`config.mk`:
```
export PLATFORM = sky130hd
export DESIGN_NAME = mii_rmii_mac_port
export DESIGN_NICKNAME = d
export VERILOG_FILES = /design/src/include/mac_port_pkg.sv /design/src/logic/mii_rmii_mac_port.sv /design/src/logic/pin_sync.sv
export SDC_FILE = /design/constraint.sdc
export NUM_CORES = 1
export LEC_CHECK = 0
export BUFFER_PORTS_ARGS = -buffer_cell sky130_fd_sc_hd__buf_2
export CORE_MARGIN = 10
export CORE_UTILIZATION = 54
export DETAILED_ROUTE_END_ITERATION = 12
export MAX_ROUTING_LAYER = met4
export PLACE_DENSITY = 0.71
export SYNTH_ARGS = -nofsm -noshare
export SYNTH_HDL_FRONTEND = slang
export SYNTH_SLANG_ARGS = --single-unit
```
`constraint.sdc`:
```
create_clock -name i_clk -period 24.4 [get_ports i_clk]
set_input_delay 3.66 -clock i_clk [delete_from_list [all_inputs] [get_ports i_clk]]
set_output_delay 3.66 -clock i_clk [all_outputs]
set_load 0.01 [all_outputs]
```
`src/include/mac_port_pkg.sv`:
```
// Contract
// (RQ1) mii nibbles follow tx clock, lsb first
// (RQ2) mii tx clock 2.5 or 25 mhz
// (RQ3) mii tx enable rises with first preamble
// (RQ4) dte takes phy clock, dce makes it
// (RQ5) phy carrier covers tx and rx activity
// (RQ6) collision replaces frame with 55555555h jam
// (RQ7) random wait then retry, 16 tries max
// (RQ8) sync col and crs, half duplex only
// (RQ9) phy rx nibbles follow 2.5/25 mhz clock
// (RQ10) rx valid from preamble or delimiter
// (RQ11) accept only when valid, no error
// (RQ12) dce holds rx error input low
// (RQ13) rmii tx enable with first preamble bit
// (RQ14) rmii dibits follow 50 mhz reference
// (RQ15) rmii 10m dibit held ten clocks
// (RQ16) rmii rx dibits sampled on rising edge
// (RQ17) rmii dibits valid only with carrier valid
// (RQ18) carrier valid synchronised before use
// (RQ19) backoff is truncated binary exponential slots
// (RQ20) frame dropped after last failed attempt
`default_nettype none
package mac_port_pkg;
  // ==========================================================
  // register map
  localparam logic [7:0] OFS_CTRL = 8'h00;
  localparam logic [7:0] OFS_STATUS = 8'h04;
  localparam logic [7:0] OFS_TXLEN = 8'h08;
  localparam logic [7:0] OFS_TXBUF = 8'h0c;
  localparam logic [7:0] OFS_RXDATA = 8'h10;
  localparam int CTRL_RMII = 0;
  localparam int CTRL_SPEED100 = 1;
  localparam int CTRL_HALF = 2;
  localparam int CTRL_DCE = 3;
  localparam int CTRL_GO = 4;
  localparam logic [3:0] CTRL_RST = 4'h0;
  localparam int ST_BUSY = 0;
  localparam int ST_ATTEMPT_LSB = 4;
  localparam int ST_DROP = 12;
  localparam int ST_RXVALID = 13;
  localparam int ST_RXOVR = 14;
  localparam int RX_VALID_BIT = 8;
  // ==========================================================
  // frame buffer
  localparam int BUF_DEPTH = 64;
  localparam int BUF_AW = 6;
  localparam int LEN_W = 7;
  // ==========================================================
  // frame format and half duplex
  localparam logic [6:0] PRE_BYTES = 7'd7;
  localparam logic [7:0] PRE_BYTE = 8'h55;
  localparam logic [7:0] SFD_BYTE = 8'hd5;
  localparam logic [31:0] JAM_PAT = 32'h55555555;
  localparam logic [3:0] JAM_SYM_MII = 4'd8;
  localparam logic [4:0] JAM_SYM_RMII = 5'd16;
  localparam logic [4:0] MAX_ATTEMPTS = 5'd16;
  localparam logic [4:0] BACKOFF_LIMIT = 5'd10;
  localparam int SLOT_SHIFT_MII = 7;
  localparam int SLOT_SHIFT_RMII = 8;
  // ==========================================================
  // clocking
  localparam int CLK_HZ = 50_000_000;
  localparam int MII_FAST_HZ = 25_000_000;
  localparam int MII_SLOW_HZ = 2_500_000;
  localparam logic [3:0] HALF_FAST = 4'(CLK_HZ / (2 * MII_FAST_HZ));
  localparam logic [3:0] HALF_SLOW = 4'(CLK_HZ / (2 * MII_SLOW_HZ));
  localparam logic [3:0] RMII_SLOW_DIV = 4'd10;
  localparam logic [15:0] LFSR_SEED = 16'hace1;

  typedef enum logic [2:0] {TX_IDLE, TX_DEFER, TX_SEND, TX_TAIL, TX_JAM, TX_BACKOFF} tx_state_t;
endpackage : mac_port_pkg
`default_nettype wire

```
`src/logic/mii_rmii_mac_port.sv`:
```
`timescale 1ns/1ps
`default_nettype none
module mii_rmii_mac_port (
  input wire logic i_clk,
  input wire logic i_sys_rst,
  input wire logic i_ce,
  input wire logic i_psel,
  input wire logic i_penable,
  input wire logic i_pwrite,
  input wire logic [7:0] i_paddr,
  input wire logic [31:0] i_pwdata,
  output logic [31:0] o_prdata,
  output logic o_pready,
  output logic o_pslverr,
  input wire logic i_tx_clk,
  output logic o_tx_clk,
  output logic o_tx_clk_oe,
  output logic [3:0] o_txd,
  output logic o_tx_en,
  input wire logic i_col,
  input wire logic i_crs,
  input wire logic i_rx_clk,
  input wire logic [3:0] i_rxd,
  input wire logic i_rx_dv,
  input wire logic i_rx_er
);
  import mac_port_pkg::*;

  // ==========================================================
  // pin synchronisers
  logic [9:0] pins_s;
  logic txclk_s, col_s, crs_s, rxclk_s, dv_s, er_s;
  logic [3:0] rxd_s;

  pin_sync #(.W(10)) u_sync (
    .i_clk(i_clk),
    .i_sys_rst(i_sys_rst),
    .i_ce(i_ce),
    .i_d({i_tx_clk, i_col, i_crs, i_rx_clk, i_rx_dv, i_rx_er, i_rxd}),
    .o_q(pins_s)
  );
  assign {txclk_s, col_s, crs_s, rxclk_s, dv_s, er_s, rxd_s} = pins_s; // RQ8 RQ18

  // ==========================================================
  // edges and clock generation
  logic [3:0] ctrl_r;
  logic rmii, spd100, half, dce;
  assign rmii = ctrl_r[CTRL_RMII];
  assign spd100 = ctrl_r[CTRL_SPEED100];
  assign half = ctrl_r[CTRL_HALF];
  assign dce = ctrl_r[CTRL_DCE];

  logic txclk_d_r, txclk_d_nxt, rxclk_d_r, rxclk_d_nxt;
  logic [5:0] rxq_r, rxq_nxt;
  logic [3:0] div_r, div_nxt, rdiv_r, rdiv_nxt;
  logic gclk_r, gclk_nxt;
  logic [3:0] half_cnt;
  logic gen_fall, rmii_tick, tx_tick, rx_tick;

  always_comb begin
    half_cnt = spd100 ? HALF_FAST : HALF_SLOW; // RQ2
    txclk_d_nxt = txclk_s;
    rxclk_d_nxt = rxclk_s;
    rxq_nxt = {dv_s, er_s, rxd_s};
    div_nxt = div_r + 4'd1;
    gclk_nxt = gclk_r;
    gen_fall = 1'b0;
    if (div_r == half_cnt - 4'd1) begin
      div_nxt = 4'd0;
      gclk_nxt = ~gclk_r; // RQ4
      gen_fall = gclk_r;
    end
    rdiv_nxt = (rdiv_r == RMII_SLOW_DIV - 4'd1) ? 4'd0 : rdiv_r + 4'd1;
    rmii_tick = spd100 || (rdiv_r == RMII_SLOW_DIV - 4'd1); // RQ15
    // in dce mii data moves on the falling edge of our own clock for clean phy setup; dte mii uses the phy clock rise, rmii the tick
    tx_tick = rmii ? rmii_tick : (dce ? gen_fall : (txclk_s & ~txclk_d_r)); // RQ1 RQ4 RQ14
    rx_tick = rmii ? rmii_tick : (rxclk_s & ~rxclk_d_r); // RQ16
  end

  always_ff @(posedge i_clk or posedge i_sys_rst) begin
    if (i_sys_rst) begin
      txclk_d_r <= 1'b0;
      rxclk_d_r <= 1'b0;
      rxq_r <= 6'h00;
      div_r <= 4'd0;
      rdiv_r <= 4'd0;
      gclk_r <= 1'b0;
    end else if (i_ce) begin
      txclk_d_r <= txclk_d_nxt;
      rxclk_d_r <= rxclk_d_nxt;
      rxq_r <= rxq_nxt;
      div_r <= div_nxt;
      rdiv_r <= rdiv_nxt;
      gclk_r <= gclk_nxt;
    end
  end

  assign o_tx_clk = gclk_r;
  assign o_tx_clk_oe = dce & ~rmii; // RQ4

  // ==========================================================
  // transmit engine
  tx_state_t st_r, st_nxt;
  logic [6:0] bidx_r, bidx_nxt;
  logic [1:0] sub_r, sub_nxt;
  logic [3:0] txd_r, txd_nxt;
  logic txen_r, txen_nxt;
  logic [4:0] att_r, att_nxt, jam_r, jam_nxt;
  logic [17:0] bo_r, bo_nxt;
  logic [15:0] lfsr_r, lfsr_nxt;
  logic [LEN_W-1:0] txlen_r;
  logic [7:0] buf_r [BUF_DEPTH];
  logic go, tx_done, tx_drop;
  logic [7:0] cur_byte, sh;
  logic [31:0] jsh;
  logic [3:0] sym, jsym;
  logic last_sym, jam_end;
  logic [4:0] k;
  logic [9:0] rnd;
  logic [6:0] dpos;

  always_comb begin
    st_nxt = st_r;
    bidx_nxt = bidx_r;
    sub_nxt = sub_r;
    txd_nxt = txd_r;
    txen_nxt = txen_r;
    att_nxt = att_r;
    jam_nxt = jam_r;
    bo_nxt = bo_r;
    lfsr_nxt = {lfsr_r[14:0], lfsr_r[15] ^ lfsr_r[13] ^ lfsr_r[12] ^ lfsr_r[10]};
    tx_done = 1'b0;
    tx_drop = 1'b0;
    dpos = bidx_r - PRE_BYTES - 7'd1;
    if (bidx_r < PRE_BYTES) begin
      cur_byte = PRE_BYTE;
    end else if (bidx_r == PRE_BYTES) begin
      cur_byte = SFD_BYTE;
    end else begin
      cur_byte = buf_r[dpos[BUF_AW-1:0]];
    end
    sh = cur_byte >> (rmii ? {sub_r, 1'b0} : {sub_r[0], 2'b00}); // RQ1
    sym = rmii ? {2'b00, sh[1:0]} : sh[3:0];
    jsh = JAM_PAT >> (rmii ? {jam_r[3:0], 1'b0} : {jam_r[2:0], 2'b00});
    jsym = rmii ? {2'b00, jsh[1:0]} : jsh[3:0]; // RQ6
    last_sym = (sub_r == (rmii ? 2'd3 : 2'd1)) && (bidx_r == PRE_BYTES + 7'(txlen_r));
    jam_end = rmii ? (jam_r == JAM_SYM_RMII) : (jam_r == {1'b0, JAM_SYM_MII});
    k = (att_r + 5'd1 > BACKOFF_LIMIT) ? BACKOFF_LIMIT : att_r + 5'd1;
    rnd = lfsr_r[9:0] & 10'((11'd1 << k) - 11'd1); // RQ19
    unique case (st_r)
      TX_IDLE: begin
        if (go && txlen_r != '0) begin
          att_nxt = 5'd0;
          st_nxt = TX_DEFER;
        end
      end
      TX_DEFER: begin
        // carrier only gates start in half duplex
        if (!(half && crs_s)) begin // RQ8 RQ5
          bidx_nxt = 7'd0;
          sub_nxt = 2'd0;
          st_nxt = TX_SEND;
        end
      end
      TX_SEND: begin
        if (tx_tick) begin
          txen_nxt = 1'b1; // RQ3 RQ13
          if (half && col_s) begin // RQ6 RQ8
            txd_nxt = jsym;
            jam_nxt = 5'd1;
            st_nxt = TX_JAM;
          end else begin
            txd_nxt = sym; // RQ1 RQ14
            sub_nxt = sub_r + 2'd1;
            if (sub_r == (rmii ? 2'd3 : 2'd1)) begin
              sub_nxt = 2'd0;
              bidx_nxt = bidx_r + 7'd1;
            end
            if (last_sym) begin
              st_nxt = TX_TAIL;
            end
          end
        end
      end
      TX_TAIL: begin
        if (tx_tick) begin
          txen_nxt = 1'b0;
          txd_nxt = 4'h0;
          tx_done = 1'b1;
          st_nxt = TX_IDLE;
        end
      end
      TX_JAM: begin
        if (tx_tick) begin
          if (jam_end) begin
            txen_nxt = 1'b0;
            txd_nxt = 4'h0;
            att_nxt = att_r + 5'd1;
            if (att_r + 5'd1 == MAX_ATTEMPTS) begin // RQ7
              tx_drop = 1'b1; // RQ20
              tx_done = 1'b1;
              st_nxt = TX_IDLE;
            end else begin
              bo_nxt = rmii ? {rnd, 8'h00} : {1'b0, rnd, 7'h00}; // RQ19
              st_nxt = TX_BACKOFF;
            end
          end else begin
            txd_nxt = jsym;
            jam_nxt = jam_r + 5'd1;
          end
        end
      end
      TX_BACKOFF: begin
        if (bo_r == 18'd0) begin
          st_nxt = TX_DEFER; // RQ7
        end else if (tx_tick) begin
          bo_nxt = bo_r - 18'd1;
        end
      end
    endcase
  end

  always_ff @(posedge i_clk or posedge i_sys_rst) begin
    if (i_sys_rst) begin
      st_r <= TX_IDLE;
      bidx_r <= 7'd0;
      sub_r <= 2'd0;
      txd_r <= 4'h0;
      txen_r <= 1'b0;
      att_r <= 5'd0;
      jam_r <= 5'd0;
      bo_r <= 18'd0;
      lfsr_r <= LFSR_SEED;
    end else if (i_ce) begin
      st_r <= st_nxt;
      bidx_r <= bidx_nxt;
      sub_r <= sub_nxt;
      txd_r <= txd_nxt;
      txen_r <= txen_nxt;
      att_r <= att_nxt;
      jam_r <= jam_nxt;
      bo_r <= bo_nxt;
      lfsr_r <= lfsr_nxt;
    end
  end

  assign o_txd = txd_r;
  assign o_tx_en = txen_r;

  // ==========================================================
  // receive engine
  logic [7:0] acc_r, acc_nxt;
  logic [1:0] rcnt_r, rcnt_nxt;
  logic rx_ok, byte_done;

  always_comb begin
    acc_nxt = acc_r;
    rcnt_nxt = rcnt_r;
    byte_done = 1'b0;
    rx_ok = rmii ? rxq_r[5] : (rxq_r[5] && !(rxq_r[4] && !dce)); // RQ11 RQ17 RQ12
    if (rx_tick) begin
      if (rx_ok) begin
        acc_nxt = rmii ? {rxq_r[1:0], acc_r[7:2]} : {rxq_r[3:0], acc_r[7:4]};
        rcnt_nxt = rcnt_r + 2'd1;
        if (rcnt_r == (rmii ? 2'd3 : 2'd1)) begin
          rcnt_nxt = 2'd0;
          byte_done = 1'b1;
        end
      end else begin
        // dropped carrier restarts byte alignment
        rcnt_nxt = 2'd0; // RQ18
      end
    end
  end

  always_ff @(posedge i_clk or posedge i_sys_rst) begin
    if (i_sys_rst) begin
      acc_r <= 8'h00;
      rcnt_r <= 2'd0;
    end else if (i_ce) begin
      acc_r <= acc_nxt;
      rcnt_r <= rcnt_nxt;
    end
  end

  // ==========================================================
  // apb register slave
  logic [3:0] ctrl_nxt;
  logic [LEN_W-1:0] txlen_nxt;
  logic [7:0] buf_nxt [BUF_DEPTH];
  logic drop_r, drop_nxt, rxv_r, rxv_nxt, ovr_r, ovr_nxt;
  logic [7:0] rxb_r, rxb_nxt;
  logic [31:0] prdata_nxt;
  logic wr, rd, setup, mapped, busy;

  always_comb begin
    setup = i_psel && !i_penable;
    wr = i_psel && i_penable && i_pwrite;
    rd = i_psel && i_penable && !i_pwrite;
    mapped = (i_paddr == OFS_CTRL) || (i_paddr == OFS_STATUS) || (i_paddr == OFS_TXLEN)
      || (i_paddr == OFS_TXBUF) || (i_paddr == OFS_RXDATA);
    busy = (st_r != TX_IDLE);
    ctrl_nxt = ctrl_r;
    txlen_nxt = txlen_r;
    buf_nxt = buf_r;
    drop_nxt = drop_r;
    rxv_nxt = rxv_r;
    ovr_nxt = ovr_r;
    rxb_nxt = rxb_r;
    go = 1'b0;
    prdata_nxt = o_prdata;
    if (wr && i_paddr == OFS_CTRL) begin
      // mode changes only while the transmitter is idle so a sent frame never switches format midway
      if (!busy) begin
        ctrl_nxt = i_pwdata[3:0];
      end
      go = i_pwdata[CTRL_GO];
    end
    if (wr && i_paddr == OFS_TXBUF && !busy && txlen_r != LEN_W'(BUF_DEPTH)) begin
      buf_nxt[txlen_r[BUF_AW-1:0]] = i_pwdata[7:0];
      txlen_nxt = txlen_r + 7'd1;
    end
    if (wr && i_paddr == OFS_TXLEN && !busy) begin
      txlen_nxt = 7'd0;
    end
    if (tx_done) begin
      txlen_nxt = 7'd0; // RQ20
    end
    if (wr && i_paddr == OFS_STATUS) begin
      drop_nxt = drop_r & ~i_pwdata[ST_DROP];
      ovr_nxt = ovr_r & ~i_pwdata[ST_RXOVR];
    end
    if (rd && i_paddr == OFS_RXDATA) begin
      rxv_nxt = 1'b0;
    end
    // hardware set beats software clear
    if (tx_drop) begin
      drop_nxt = 1'b1;
    end
    if (byte_done) begin
      if (rxv_r && !(rd && i_paddr == OFS_RXDATA)) begin
        ovr_nxt = 1'b1;
      end
      rxv_nxt = 1'b1;
      rxb_nxt = acc_nxt;
    end
    if (setup) begin
      prdata_nxt = 32'h0;
      if (i_paddr == OFS_CTRL) begin
        prdata_nxt[3:0] = ctrl_r;
      end else if (i_paddr == OFS_STATUS) begin
        prdata_nxt[ST_BUSY] = busy;
        prdata_nxt[ST_ATTEMPT_LSB +: 5] = att_r;
        prdata_nxt[ST_DROP] = drop_r;
        prdata_nxt[ST_RXVALID] = rxv_r;
        prdata_nxt[ST_RXOVR] = ovr_r;
      end else if (i_paddr == OFS_TXLEN) begin
        prdata_nxt[LEN_W-1:0] = txlen_r;
      end else if (i_paddr == OFS_RXDATA) begin
        prdata_nxt[7:0] = rxb_r;
        prdata_nxt[RX_VALID_BIT] = rxv_r;
      end
    end
  end

  always_ff @(posedge i_clk or posedge i_sys_rst) begin
    if (i_sys_rst) begin
      ctrl_r <= CTRL_RST;
      txlen_r <= '0;
      for (int i = 0; i < BUF_DEPTH; i++) begin
        buf_r[i] <= 8'h00;
      end
      drop_r <= 1'b0;
      rxv_r <= 1'b0;
      ovr_r <= 1'b0;
      rxb_r <= 8'h00;
      o_prdata <= 32'h0;
    end else if (i_ce) begin
      ctrl_r <= ctrl_nxt;
      txlen_r <= txlen_nxt;
      buf_r <= buf_nxt;
      drop_r <= drop_nxt;
      rxv_r <= rxv_nxt;
      ovr_r <= ovr_nxt;
      rxb_r <= rxb_nxt;
      o_prdata <= prdata_nxt;
    end
  end

  // a frozen block holds the bus; writes are kept but a read set up while frozen returns the old o_prdata
  assign o_pready = i_ce;
  assign o_pslverr = i_psel && i_penable && !mapped;
endmodule : mii_rmii_mac_port
`default_nettype wire

```
`src/logic/pin_sync.sv`:
```
`timescale 1ns/1ps
`default_nettype none
module pin_sync #(
  parameter int W = 1
) (
  input wire logic i_clk,
  input wire logic i_sys_rst,
  input wire logic i_ce,
  input wire logic [W-1:0] i_d,
  output logic [W-1:0] o_q
);
  // first stage feeds only the second one
  logic [W-1:0] meta_r;
  logic [W-1:0] meta_nxt;
  logic [W-1:0] q_nxt;

  always_comb begin
    meta_nxt = i_ce ? i_d : meta_r;
    q_nxt = i_ce ? meta_r : o_q;
  end

  always_ff @(posedge i_clk or posedge i_sys_rst) begin
    if (i_sys_rst) begin
      meta_r <= '0;
      o_q <= '0;
    end else begin
      meta_r <= meta_nxt;
      o_q <= q_nxt;
    end
  end
endmodule : pin_sync
`default_nettype wire

```
==> impl_summary.txt <==
----------------------------------------------------
[Die]
  Number of cell rows ... 88
  Die outline height ... 262 um
  Die area ... 68700 um^2
  I/O Pins ... 97
  Core area ... 57900 um^2
  Effective utilization at floorplan ... 54.7%
  Die width ... 262 um

[Timing]
  Final Cycle Share ... 35.5%
  Setup repair after global routing missed its margin ... false
  Time the final worst path needs with I/O delays and setup ... 8.65 ns
  Tightest Pin Transition ... 1.38 ns
  Max Clock Skew ... 0.0314 ns
  Highest Clock Rate ... 116 MHz
  Final hold violation count ... 0
  Final number of max-transition violations ... 0
  Setup violation total in the final timing report ... 0
  Relative slew margins ... 6.97%
  Min Hold Slack ... 0.480 ns
  Total negative setup slack ... 0 ns

[Global routing]
  Largest net degree at the start of global routing ... 171
  Initial antenna violation count ... 2
  Total GRT Usage ... 24.0%
  Residual overflow from global routing ... 0
  Wire length of the first global-routing pass ... 124 mm
  Number of global-route vias before repair ... 20800

[Clock tree]
  CTS Buf Count ... 71
  Later-pin clock latency in the skew report ... 0.62 ns
  Maximum count of clock buffers along a single path ... 3
  Post-CTS setup-driven buffer insertion count ... 0
  Clock transition time at the flip-flop clock pins of the worst setup and hold paths ... 0.05 ns
  CTS resizes ... 0
  Number of levels the H-tree was split into ... 3
  CTS tree ... done
  Clock sink count ... 652
  Post-CTS Hold Buffers ... 0
  Root buffer cell ... sky130_fd_sc_hd__clkbuf_16

[Critical path]
  Launch point of the critical path ... i_paddr[1]
  Worst-path cell with the longest stage delay ... sky130_fd_sc_hd__or4_4
  Required arrival time at the worst endpoint ... 20.74 ns
  CP Capture Type ... output pin
  Critical Path Start Type ... input pin
  Start-to-end type of the worst setup path ... input pin to output pin
  Ordered list of cells on the worst path ... buf_2 > or4_4 > nor3_1 > buf_4 > nor3b_1 > buf_2
  Crit-path most repeated cell ... sky130_fd_sc_hd__buf_2
  Delay of the slowest cell on the worst path ... 0.55 ns
  Worst reg2reg startpoint ... txlen_r[0]
  Data arrival time of the critical path ... 4.99 ns
  Crit-path max FO ... 12

[Placement]
  Placed instance area ... 32400 um^2
  Routability cong. ... 0.887
  Number of buffers inserted by port buffering ... 54
  Half-perimeter wire length of the detailed placement result ... 51.0 mm

[Route]
  Drt initial violations ... 1882
  Remaining design rule violation count ... 0
  Residual antenna-violating net count after detailed routing ... 0
  Total Wirelength ... 79.0 mm
  First drt pass iteration count ... 7
  Routed wire per std cell ... 24.6 um
  Count of vias placed by the detailed router ... 20400
  Avg Vias per Cell ... 6.33

[Synth]
  Number of standard cells after synthesis ... 2405
  Register area share after synthesis ... 51.6%
  Cell variety after synth ... 93
  Yosys top cell area share ... 50.9%
  Synth Area per Inst ... 13.2 um^2
  Top FF cell, synth ... sky130_fd_sc_hd__dfrtp_1
  Number of synthesis warnings ... 0
  Synthesized area ... 31700 um^2
  Number of enable flip-flop cells after synthesis ... 0
  Top cells by area, synth ... sky130_fd_sc_hd__dfrtp_1, sky130_fd_sc_hd__mux2_2, sky130_fd_sc_hd__mux4_2, sky130_fd_sc_hd__mux2i_1, sky130_fd_sc_hd__nand2_1
  Dominant cell type by area after synthesis ... sky130_fd_sc_hd__dfrtp_1
  Count of state elements after synthesis ... 652
  Async S/R FF share, synth ... 100%

[Cells and area]
  Final standard cell utilization of the core ... 60.2%
  P&R area growth vs syn ... 10.1%
  Design area ... 34800 um^2
  Number of fill cells ... 4414
  Share of post-route cells with drive strength above 1 ... 38.0%
  Number of nets in the layout ... 2463
  Most frequent standard cell in the layout excluding fill and tap cells ... sky130_fd_sc_hd__dfrtp_1
  Top library cells by usage in the layout, fill and taps aside ... sky130_fd_sc_hd__dfrtp_1, sky130_fd_sc_hd__mux2_2, sky130_fd_sc_hd__nand2_1, sky130_fd_sc_hd__mux4_2, sky130_fd_sc_hd__o21ai_0

[Pwr]
  Max rail drop VDD ... 0.0597 mV
  Areal power density over the cells ... 73.1 nW/um^2
  Total power after layout ... 0.00255 W
  Leakage power summed over all cells ... 16.2 nW

[Worst hold path]
  Startpoint of the tightest hold check path ... o_prdata[4]
  Hold WC Path Type ... flop to flop

[Run]
  Count of max-cap constraint violations ... 0

[Run status]
  Result of the run ... complete, no violations

----------------------------------------------------
## where the power goes
part | internal [W] | total, W | switching (W)
Clock | 0.000689 | 0.00113 | 0.000443
Combinational | 0.0000896 | 0.000229 | 0.000139
Sequential | 0.00113 | 0.00119 | 0.0000541
Total | 0.00191 | 0.00255 | 0.000636
## worst paths after layout
kind,endpoint,slack [ns],cells after the start
hold reg to reg,o_prdata[4],0.48,2
hold / removal,o_prdata[4],0.48,2
setup / recovery,o_pslverr,15.75,6
min in group asynchronous,bo_r[3],3.19,2
setup reg to reg,buf_r[65],19.26,9
max in group asynchronous,buf_r[441],18.11,5
## metal layers
| layer | routed length, um | global-route usage [%] | vias to the layer above | share of wire [%] |
|---|---|---|---|---|
| met5 | 0 | - | - | 0 |
| met2 | 38000 | 37.5 | 660 | 48 |
| met4 | 2170 | 6.94 | 0 | 2.7 |
| met3 | 4920 | 4.69 | 139 | 6.2 |
| met1 | 33900 | 31.5 | 10700 | 43 |
| li1 | - | - | 8855 | - |
## per-stage QoR
step           setup slack, ns  cells
2_1_floorplan             2.48   2424
4_1_cts                  15.76   3215
6_report                 15.75   3217
5_1_grt                  15.71   3217
3_5_place_dp             15.76   3085
3_3_place_gp             15.81   3085
## cells by family after synthesis
group	Yosys count	share of synthesized area, %
flops	652	51.6
xor+xnor	26	0.719
compound gates	297	6.23
other cells	1	0.0118
fa+ha+maj	14	0.553
simple gates	458	7.67
buf+inv	222	3.23
mux	735	30.0
## synthesized netlist by cell type (29+ instances only)
cell type and n:
sky130_fd_sc_hd__a21oi_1 57, sky130_fd_sc_hd__a22oi_1 29, sky130_fd_sc_hd__buf_4 34, sky130_fd_sc_hd__clkbuf_1 111, sky130_fd_sc_hd__dfrtp_1 644, sky130_fd_sc_hd__mux2_2 559, sky130_fd_sc_hd__mux2i_1 56, sky130_fd_sc_hd__mux4_2 115
sky130_fd_sc_hd__nand2_1 140, sky130_fd_sc_hd__nand3_1 46, sky130_fd_sc_hd__nand4_1 30, sky130_fd_sc_hd__nor2_1 78, sky130_fd_sc_hd__o21ai_0 81
## critical path: cells and delay by family
kind / cells / cell delay (ns)
simple gates: 3 / 0.85
buf+inv: 3 / 0.48
## flip-flops by register name, summed over array words and instances, names as in the netlist, 2 cells and up
name           flops
jam_r              5
buf_r            512
u_sync.meta_r     10
rxb_r              8
st_r               3
sub_r              2
u_sync.o_q        10
rdiv_r             4
o_txd              4
lfsr_r            16
txlen_r            7
ctrl_r             4
acc_r              6
div_r              4
bidx_r             7
rcnt_r             2
bo_r              18
rxq_r              6
o_prdata          12
att_r              5
## cell type report
cell class	instances	area, um^2	area share (%)
multi-input cells	1550	14400	41.3
inverters	28	113	0.323
well taps	765	957	2.75
flip-flops and latches	652	16300	46.9
clock inverters	21	305	0.876
clock buffers	109	2170	6.24
repair buffers	90	553	1.59
diodes	2	5.00	0.0144
Note: power is estimated with default switching activity, not from simulation.
